===== src/inc/dt8_params.svh =====
`ifndef DT8_PARAMS_SVH
`define DT8_PARAMS_SVH

// ==========================================================================
// Bus geometry
`define DT8_ADDR_W     20
`define DT8_IDX_W      16

// ==========================================================================
// Register indices (byte address is four times the index)
`define DT8_IDX_CMP0   16'hf300
`define DT8_IDX_CMP1   16'hf301
`define DT8_IDX_CNT0   16'hf310
`define DT8_IDX_CNT1   16'hf311
`define DT8_IDX_CTL0   16'hf320
`define DT8_IDX_CTL1   16'hf321
`define DT8_IDX_START  16'hf330
`define DT8_IDX_STOP   16'hf332
`define DT8_IDX_STAT   16'hf334

// ==========================================================================
// Reset values and fixed values
`define DT8_CMP_RST    8'hff
`define DT8_CNT_RST    8'h00
`define DT8_CTL_RST    8'h00
`define DT8_CMP_MIN    8'h01
`define DT8_CNT_MAX    8'hff
`define DT8_ZERO8      8'h00

// ==========================================================================
// Control fields
`define DT8_B_OST      7
`define DT8_B_CHAIN    6
`define DT8_B_DIV_HI   5
`define DT8_B_DIV_LO   3
`define DT8_B_CS       0
`define DT8_CTL0_MASK  8'hf9
`define DT8_CTL1_MASK  8'hb9
`define DT8_DIV_RSVD   3'h7
`define DT8_PRE_MIN_W  6

`endif


===== src/inc/dt8_pkg.sv =====
`include "dt8_params.svh"

package dt8_pkg;

  // ========================================================================
  // Wishbone request from the master
  typedef struct packed {
    logic                   cyc;
    logic                   stb;
    logic                   we;
    logic [`DT8_ADDR_W-1:0] adr;
    logic [3:0]             sel;
    logic [31:0]            dat;
  } dt8_wb_req_s;

  // ========================================================================
  // Run state of one timer
  typedef enum logic [2:0] {
    DT8_IDLE     = 3'b001,
    DT8_RUN      = 3'b010,
    DT8_STOPPING = 3'b100
  } dt8_run_e;

endpackage


===== src/core/dt8_timer.sv =====
// The Wishbone slave port was decided locally.
`timescale 1ns/10ps
`include "dt8_params.svh"

// Notes on behaviour
// - Counter equal to compare value raises that timer's match interrupt.
// - Writing zero to a compare register stores one instead.
// - Any write to a counter register clears that counter.
// - Chained, a write to either counter byte clears both bytes.
// - Control bit 7 selects auto-reload (0) or one-shot (1).
// - Timer 0 control bit 6 joins both timers into one 16-bit timer.
// - Chained, timer 1 steps on each timer 0 overflow.
// - Chained, timer 0 match interrupt is suppressed; 16-bit match fires.
// - Control bits 5..3 divide the clock by 1..64; 111 is undivided.
// - Control bit 0 picks slow (0) or fast oscillator (1) clock.
// - Chained, timer 0 clock source wins, timer 1 source ignored.
// - Unchained, start bit 1 starts timer 1.
// - Chained, the timer 1 start bit does nothing.
// - Writing zero to a start bit leaves running state alone.
// - On match: interrupt at that tick, counter back to zero, keeps counting.
// - After stop, counter advances once more on next tick, then halts.
// - A restarted timer resumes from the value it held.
// - One-shot: running flag clears on match, stopping the timer.

module dt8_timer #(
  parameter int PRESCALE_W = 6
) (
  input  wire logic                 clk,
  input  wire logic                 rst,
  input  wire dt8_pkg::dt8_wb_req_s wb_req,
  output logic                      wb_ack,
  output logic [31:0]               wb_rdata,
  input  wire logic                 low_speed_clock,
  input  wire logic                 oscillator_fast_clock,
  output logic [1:0]                match_interrupt
);
  import dt8_pkg::*;

  // ========================================================================
  // Elaboration check
  if (PRESCALE_W < `DT8_PRE_MIN_W) begin : g_bad_width
    $error("PRESCALE_W too small for divide by 64");
  end

  // ========================================================================
  // Helpers
  function automatic logic reg_hit(input logic [`DT8_ADDR_W-1:0] adr,
                                   input logic [`DT8_IDX_W-1:0]  idx);
    reg_hit = (adr[`DT8_ADDR_W-1:2] == (`DT8_ADDR_W-2)'(idx));
  endfunction

  // Mask of prescaler bits that must all be one for a divided tick
  function automatic logic [PRESCALE_W-1:0] div_mask(input logic [2:0] d);
    logic [PRESCALE_W:0] one;
    one = (PRESCALE_W+1)'(1);
    if (d == `DT8_DIV_RSVD)
      div_mask = '0;
    else
      div_mask = PRESCALE_W'((one << d) - one);
  endfunction

  // ========================================================================
  // Bus slave
  logic                   ack_r;
  logic [31:0]            rdata_r;
  logic [7:0]             cmp_r [2];
  logic [7:0]             cnt_r [2];
  logic [7:0]             ctl_r [2];
  dt8_run_e               st_r  [2];
  logic [1:0]             irq_r;
  logic                   ls_q;
  logic                   os_q;
  logic [PRESCALE_W-1:0]  pre_r [2];

  logic                   req;
  logic                   wr;
  logic [7:0]             wdat;
  logic [1:0]             wr_cmp;
  logic [1:0]             wr_cnt;
  logic [1:0]             wr_ctl;
  logic                   wr_start;
  logic                   wr_stop;
  logic                   chain;
  logic [1:0]             src_fall;
  logic [1:0]             tick;
  logic [1:0]             cnt_on;
  logic [1:0]             adv;
  logic [1:0]             hit;
  logic [1:0]             clr;
  logic [1:0]             start;
  logic [1:0]             stop;
  logic [1:0]             ost;
  logic                   m16;
  logic [1:0]             m8;
  logic [7:0]             status;
  logic [7:0]             rmux;

  // Answer one cycle after the request; ack drops in the following cycle
  assign req  = wb_req.cyc & wb_req.stb & ~ack_r;
  assign wr   = req & wb_req.we & wb_req.sel[0];
  assign wdat = wb_req.dat[7:0];

  assign wr_cmp[0] = wr & reg_hit(wb_req.adr, `DT8_IDX_CMP0);
  assign wr_cmp[1] = wr & reg_hit(wb_req.adr, `DT8_IDX_CMP1);
  assign wr_cnt[0] = wr & reg_hit(wb_req.adr, `DT8_IDX_CNT0);
  assign wr_cnt[1] = wr & reg_hit(wb_req.adr, `DT8_IDX_CNT1);
  assign wr_ctl[0] = wr & reg_hit(wb_req.adr, `DT8_IDX_CTL0);
  assign wr_ctl[1] = wr & reg_hit(wb_req.adr, `DT8_IDX_CTL1);
  assign wr_start  = wr & reg_hit(wb_req.adr, `DT8_IDX_START);
  assign wr_stop   = wr & reg_hit(wb_req.adr, `DT8_IDX_STOP);

  assign status = {6'h00,
                   (st_r[1] != DT8_IDLE) & ~chain,
                   (st_r[0] != DT8_IDLE)};

  always_comb begin
    rmux = `DT8_ZERO8;
    if (reg_hit(wb_req.adr, `DT8_IDX_CMP0)) rmux = cmp_r[0];
    if (reg_hit(wb_req.adr, `DT8_IDX_CMP1)) rmux = cmp_r[1];
    if (reg_hit(wb_req.adr, `DT8_IDX_CNT0)) rmux = cnt_r[0];
    if (reg_hit(wb_req.adr, `DT8_IDX_CNT1)) rmux = cnt_r[1];
    if (reg_hit(wb_req.adr, `DT8_IDX_CTL0)) rmux = ctl_r[0];
    if (reg_hit(wb_req.adr, `DT8_IDX_CTL1)) rmux = ctl_r[1];
    if (reg_hit(wb_req.adr, `DT8_IDX_STAT)) rmux = status;
  end

  always_ff @(posedge clk) begin
    if (rst) begin
      ack_r   <= 1'b0;
      rdata_r <= 32'h0000_0000;
    end else begin
      ack_r <= req;
      if (req) begin
        rdata_r <= {24'h00_0000, rmux};
      end
    end
  end

  assign wb_ack   = ack_r;
  assign wb_rdata = rdata_r;

  // ========================================================================
  // Control registers and chain select
  assign chain = ctl_r[0][`DT8_B_CHAIN];

  always_ff @(posedge clk) begin
    if (rst) begin
      ctl_r[0] <= `DT8_CTL_RST;
      ctl_r[1] <= `DT8_CTL_RST;
    end else begin
      if (wr_ctl[0]) begin
        ctl_r[0] <= wdat & `DT8_CTL0_MASK;
      end
      if (wr_ctl[1]) begin
        ctl_r[1] <= wdat & `DT8_CTL1_MASK;
      end
    end
  end

  // ========================================================================
  // Clock edges of the two timer clock sources
  always_ff @(posedge clk) begin
    if (rst) begin
      ls_q <= 1'b0;
      os_q <= 1'b0;
    end else begin
      ls_q <= low_speed_clock;
      os_q <= oscillator_fast_clock;
    end
  end

  // Chained: timer 0 source also feeds timer 1
  assign src_fall[0] = ctl_r[0][`DT8_B_CS] ?
                       (os_q & ~oscillator_fast_clock) :
                       (ls_q & ~low_speed_clock);
  assign src_fall[1] = (chain ? ctl_r[0][`DT8_B_CS] :
                        ctl_r[1][`DT8_B_CS]) ?
                       (os_q & ~oscillator_fast_clock) :
                       (ls_q & ~low_speed_clock);

  // ========================================================================
  // Chaining terms
  assign m8[0] = (cnt_r[0] == cmp_r[0]);
  assign m8[1] = (cnt_r[1] == cmp_r[1]);
  assign m16   = m8[0] & m8[1];

  assign adv[0] = tick[0] & cnt_on[0];
  assign adv[1] = chain ?
                  (adv[0] & (cnt_r[0] == `DT8_CNT_MAX) & ~m16) :
                  (tick[1] & cnt_on[1]);
  assign hit[0] = adv[0] & (chain ? m16 : m8[0]);
  assign hit[1] = chain ? hit[0] : (adv[1] & m8[1]);
  assign ost[0] = ctl_r[0][`DT8_B_OST];
  assign ost[1] = chain ? ctl_r[0][`DT8_B_OST] :
                  ctl_r[1][`DT8_B_OST];
  assign clr[0] = wr_cnt[0] | (chain & wr_cnt[1]);
  assign clr[1] = wr_cnt[1] | (chain & wr_cnt[0]);
  // Zero written to a start bit is no request at all
  assign start[0] = wr_start & wdat[0];
  assign start[1] = wr_start & wdat[1] & ~chain;
  assign stop[0]  = wr_stop & wdat[0];
  assign stop[1]  = wr_stop & wdat[1] & ~chain;

  // ========================================================================
  // Per-timer prescaler, counter, compare and run state
  for (genvar i = 0; i < 2; i++) begin : g_tmr
    logic [2:0]            div;
    logic [PRESCALE_W-1:0] msk;

    assign div = ctl_r[i][`DT8_B_DIV_HI:`DT8_B_DIV_LO];
    assign msk = div_mask(div);
    // Prescaler runs free, so the first tick after start may be early
    assign tick[i] = src_fall[i] & ((pre_r[i] & msk) == msk);
    assign cnt_on[i] = (st_r[i] != DT8_IDLE);

    always_ff @(posedge clk) begin
      if (rst) begin
        pre_r[i] <= '0;
      end else if (src_fall[i]) begin
        pre_r[i] <= pre_r[i] + PRESCALE_W'(1);
      end
    end

    always_ff @(posedge clk) begin
      if (rst) begin
        cmp_r[i] <= `DT8_CMP_RST;
      end else if (wr_cmp[i]) begin
        cmp_r[i] <= (wdat == `DT8_ZERO8) ? `DT8_CMP_MIN : wdat;
      end
    end

    // Counter holds its value while idle so a restart resumes from it
    always_ff @(posedge clk) begin
      if (rst) begin
        cnt_r[i] <= `DT8_CNT_RST;
      end else if (clr[i]) begin
        cnt_r[i] <= `DT8_CNT_RST;
      end else if (hit[i]) begin
        cnt_r[i] <= `DT8_CNT_RST;
      end else if (adv[i]) begin
        cnt_r[i] <= cnt_r[i] + 8'h01;
      end
    end

    // A start arriving with a hardware stop in the same cycle wins
    always_ff @(posedge clk) begin
      if (rst) begin
        st_r[i] <= DT8_IDLE;
      end else if (i == 1 && chain) begin
        st_r[i] <= DT8_IDLE;
      end else begin
        unique case (st_r[i])
          DT8_IDLE: begin
            if (start[i]) begin
              st_r[i] <= DT8_RUN;
            end
          end
          DT8_RUN: begin
            if (stop[i]) begin
              st_r[i] <= DT8_STOPPING;
            end else if (hit[i] && ost[i] && !start[i]) begin
              st_r[i] <= DT8_IDLE;
            end
          end
          DT8_STOPPING: begin
            if (start[i]) begin
              st_r[i] <= DT8_RUN;
            end else if (adv[i] || (i == 0 && tick[0])) begin
              st_r[i] <= DT8_IDLE;
            end
          end
          default: begin
            st_r[i] <= DT8_IDLE;
          end
        endcase
      end
    end
  end

  // ========================================================================
  // Match interrupts, one clock pulse each
  always_ff @(posedge clk) begin
    if (rst) begin
      irq_r <= 2'b00;
    end else begin
      irq_r[0] <= hit[0] & ~chain;
      irq_r[1] <= hit[1];
    end
  end

  assign match_interrupt = irq_r;

  logic raw_m0;
  assign raw_m0 = tick[0] & (st_r[0] != DT8_IDLE) & ~chain &
                  (cnt_r[0] == cmp_r[0]) & ~wr_cnt[0];
endmodule


===== config.mk =====
export PLATFORM = sky130hd
export DESIGN_NAME = dt8_timer
export DESIGN_NICKNAME = d
export VERILOG_FILES = /design/src/inc/dt8_pkg.sv /design/src/core/dt8_timer.sv
export VERILOG_INCLUDE_DIRS = /design/src /design/src/inc
export SDC_FILE = /design/constraint.sdc
export NUM_CORES = 1
export LEC_CHECK = 0
export BUFFER_PORTS_ARGS = -buffer_cell sky130_fd_sc_hd__buf_2
export CAP_MARGIN = 20
export CORE_UTILIZATION = 55
export DETAILED_ROUTE_END_ITERATION = 12
export GPL_ROUTABILITY_DRIVEN = 1
export PLACE_DENSITY = 0.86
export SLEW_MARGIN = 20
export SYNTH_ARGS = -nofsm -noshare
export SYNTH_HDL_FRONTEND = slang
export SYNTH_SLANG_ARGS = --single-unit

===== constraint.sdc =====
create_clock -name clk -period 7.7 [get_ports clk]
set_clock_uncertainty 0.1 [all_clocks]
set_input_delay 0.77 -clock clk [delete_from_list [all_inputs] [get_ports clk]]
set_output_delay 0.77 -clock clk [all_outputs]
set_load 0.02 [all_outputs]

# Word-level counts from Yosys, hierarchy flattened
# Memory sizes are Yosys's and may differ from the RTL's.
# Cells that the tools add are included.
# totals
ff_bits	13
elab_cells	261
ramBits	62
n_memories	5
out_inout_bits	35
# op_classes
reduce_logical	10
addsub	6
n_shift	2
n_eq_ne	24
n_mux	142
bitwise	67
# mem_list
memory	words	width	read_ports	rd_clocked_by_memory_dff	write_ports	line	rtl
cmp_r	2	8	2	0	2	dt8_timer.sv:66	logic [7:0] cmp_r [2];
cnt_r	2	8	2	0	2	dt8_timer.sv:67	logic [7:0] cnt_r [2];
ctl_r	2	6	2	0	2	dt8_timer.sv:68	logic [7:0] ctl_r [2];
pre_r	2	6	2	0	2	dt8_timer.sv:73	logic [PRESCALE_W-1:0] pre_r [2];
st_r	2	3	2	0	2	dt8_timer.sv:69	dt8_run_e st_r [2];
# ops
op	n
18-bit by 16-bit == test with 1-bit output (second input constant)	9
8-bit 2-to-1 mux	16
1-bit 2-to-1 mux	107
3-bit 2-to-1 mux	13
6-bit 2-to-1 mux	6
1-bit AND	33
1-bit OR	27
8-bit by 1-bit adder with 8-bit output (second input constant)	2
8-bit == test	2
6-bit by 1-bit adder with 6-bit output (second input constant)	2
6-bit AND	2
3-bit == test (second input constant)	4
6-bit == test	2
1-bit by 3-bit left shift with 6-bit output (first input constant)	2
6-bit by 1-bit subtractor with 6-bit output (second input constant)	2
8-bit == test (second input constant)	1
8-bit zero test	1
3-bit by 1-bit == test with 1-bit output (second input constant)	2
3-bit by 2-bit == test with 1-bit output (second input constant)	2
3-bit by 1-bit != test with 1-bit output (second input constant)	2
3-bit OR reduction	2
1-bit NOT	5
1-bit logical AND	4
1-bit zero test	2
1-bit logical OR	1

# Longest topological paths before layout
# An unclocked memory read counts as a cell.
# logic_depth
depth_word	25
ltp_mapped	10
ltp_nobuf	9

# Worst setup path after synthesis
# OpenSTA, ideal clock, no wires.
# synth_path
kind	input-to-reg
from	in wb_req[40] (netlist bit)
to	mem cnt_r[0][0], enable pin
t_required_ns	7.216
path_slack_ns	4.730
path_stages	7
setup_time_ns	0.384
arrival_time_ns	2.486
path_buffers	1
path_cell_list	nor4_1 > and2_1 > nand2_1 > nor2_1 > buf_2 > a22oi_1 > o21ai_0
# synth_lines
element	line	rtl
start: declaration	dt8_timer.sv:30	input wire dt8_pkg::dt8_wb_req_s wb_req,
end: declaration	dt8_timer.sv:67	

==> reports/metrics.cfg <==
[outcome]
status=finished, final reports clean

[synthesis]
synthCells=476
avgSynthCellArea_um2=9.88
syn_area_um2=4700
synth_edf_count=61
ys_types=76
ys_ff_latch=74
ys_warn_count=0
async_flop_share_pct=0
ys.flop_type=edfxtp_1
yosysSeqAreaShare_pct=44.5

[job]
maxCapViolCount=0

[global_routing]
grt_max_degree=31
track_usage_pct=26.3
antenna_found_initial=0
grt_first_pass_wirelength_mm=17.4
grt_pass1_vias=3520
overflow=0

[floorplan]
coreArea_um2=8260
rows=33
die_x_um=94.5
start_util_pct=56.9
dieArea_um2=8920
io_pins=98
die_h_um=94.5

[sta]
grt_setup_unrepaired=false
finalSetupViolations=0
relSlewSlack_pct=37.3
fmax_ghz=0.303
worst_pin_slew_ns=0.936
hold_slack_ns=0.377
fin_crit_ns=3.30
slew_viol_final=0
tns_ns=0
fin_crit_sh_pct=42.8
hold_violations=0

[placed_design]
hpwl_mm=8.39
io_buffers=44
globalplace.congestion=0.905

[worst_setup_path]
critPathKind=in -> reg
cp-end-kind=register
crit_required_ns=7.59
crit_fanout=11
critPathLaunchType=input port
rr_worst_depth=9
arrival_ns=3.18

[cells_and_area]
register_area_um2=2090
fin_nets=584
syn_to_final_growth_pct=9.24
multiInputGateArea_um2=2390
layout_common_cells=edfxtp_1 (61), nor2_1 (51), buf_2 (44), xnor2_1 (30)
drive_gt1_share_pct=19.2
insertedDiodeCount=0
layout_commonest_cell=edfxtp_1
fillers=677

[clock_tree]
clkTransAtPathRegs_ns=0.08
cts_resized=0
tritoncts=built
postCtsSetupBuffers=0
cts_sinks=74
cts_root_buf=clkbuf_8
cts_buffer_depth=2
htree_levels=3
clock_latency_ns=0.35
numCtsBuffers=9
cts_hold_buf=0

[route]
wire_per_inst_um=17.8
routed_wl_mm=11.1
drtPass1Iterations=5
viasPerCell=6.09
remaining_drc_errors=0
drtAntennaViolNets=0
drt-initial-drc-count=411
route.vias.total=3806

[power_and_ir_drop]
p_per_area_nw_per_um2=178
ir_worst_vdd_uv=85.2
total_power_uw=915
p_leak_uw=0.00181

[hold_path]
holdPathStages=2
hold_class=reg -> reg

==> logic make-up (layout without fill, tap and decap cells) <==
kind of cell               after synthesis  in the layout  share of synthesized area, %
AOI/OAI and AO/OA                       76             76                          12.1
muxes                                    7              7                          1.57
DFF                                     74             74                          44.5
xor gates and xnor gates                39             39                          7.27
adders and majority gates                6              6                          1.60
buffers and inverters                   54             75                          6.55
other                                    1             24                        0.0798
and+or+nand+nor                        219            219                          26.4
==> flip-flops by register name (all words and copies together), names as in the netlist <==
name	count
wb_ack	1
pre_r	12
cnt_r	16
cmp_r	16
os_q	1
ls_q	1
ctl_r	11
st_r	6
match_interrupt	2
wb_rdata	8
==> through the flow <==
stage          setup WS, ns  util [%]  cell area, µm²  std cells
5_1_grt                4.28      62.2            5130        625
3_3_place_gp           3.87      59.2            4890        609
4_1_cts                4.17      62.2            5130        625
2_1_floorplan          4.73         -            4790        499
3_5_place_dp           3.82      59.2            4890        609
6_report               4.40      62.2            5130        625
==> cell usage after synthesis (3+ instances only) <==
cell,instances,area (µm²)
nand2b_1,10,62.6
and3b_1,3,26.3
edfxtp_1,61,1830
a22oi_1,3,22.5
nor3_1,10,50.1
or2_2,21,131
nand3_1,16,80.1
dfxtp_1,13,260
clkbuf_1,10,37.5
o31ai_1,3,22.5
buf_2,3,15.0
nand4_1,10,62.6
nor4_1,8,50.1
xnor2_1,30,263
a21oi_1,10,50.1
and2_1,10,62.6
and3_1,8,50.1
a31oi_1,4,25.0
nor3b_1,10,75.1
buf_4,25,188
nor2b_1,18,113
mux2_2,3,33.8
ha_1,6,75.1
nand2_1,24,90.1
a222oi_1,4,40.0
xor2_1,9,78.8
mux2i_1,4,40.0
o22ai_1,5,31.3
inv_1,14,52.6
nor2_1,51,191
or3_1,3,18.8
o21ai_0,14,70.1
==> critical path, cell delays in order <==
cell	delay, ns
buf_2	0.11
nor4_1	0.42
and2_1	0.25
nand2_1	0.16
nor2_1	0.63
a22oi_1	0.20
o21ai_1	0.63
==> layer usage <==
metal / GRT usage [%] / vias to the layer above / part of all wire [%] / routed length [µm]
met5: 0 / - / 0 / 0
met4: 12.8 / 0 / 3.2 / 354
met3: 6.60 / 28 / 8.7 / 972
met2: 40.5 / 213 / 45 / 5000
met1: 34.5 / 1787 / 43 / 4790
li1: - / 1778 / - / -
==> worst paths after layout <==
kind	start	slack, ns	endpoint
worst min register to register	wb_rdata[6]	0.38	wb_rdata[6]
worst max register to register	ctl_r[0][2]	4.48	cnt_r[1][7]
worst max-delay path	wb_req[40]	4.40	cnt_r[0][4]
worst min-delay path	wb_rdata[6]	0.38	wb_rdata[6]
==> cell type report <==
class                      instances  area share [%]
sequential                        74            40.7
multi-input combinational        371            46.5
timing repair buffer              44            4.29
clock buffer                      13            3.48
tap                              105            2.56
clock inverter                     3            1.34
inverter                          15            1.10
==> power by group <==
group / switching [µW] / internal, µW
clock network: 147 / 219
registers: 17.0 / 445
logic: 55.7 / 31.3
total: 220 / 695
(Power assumes the default switching activity.)
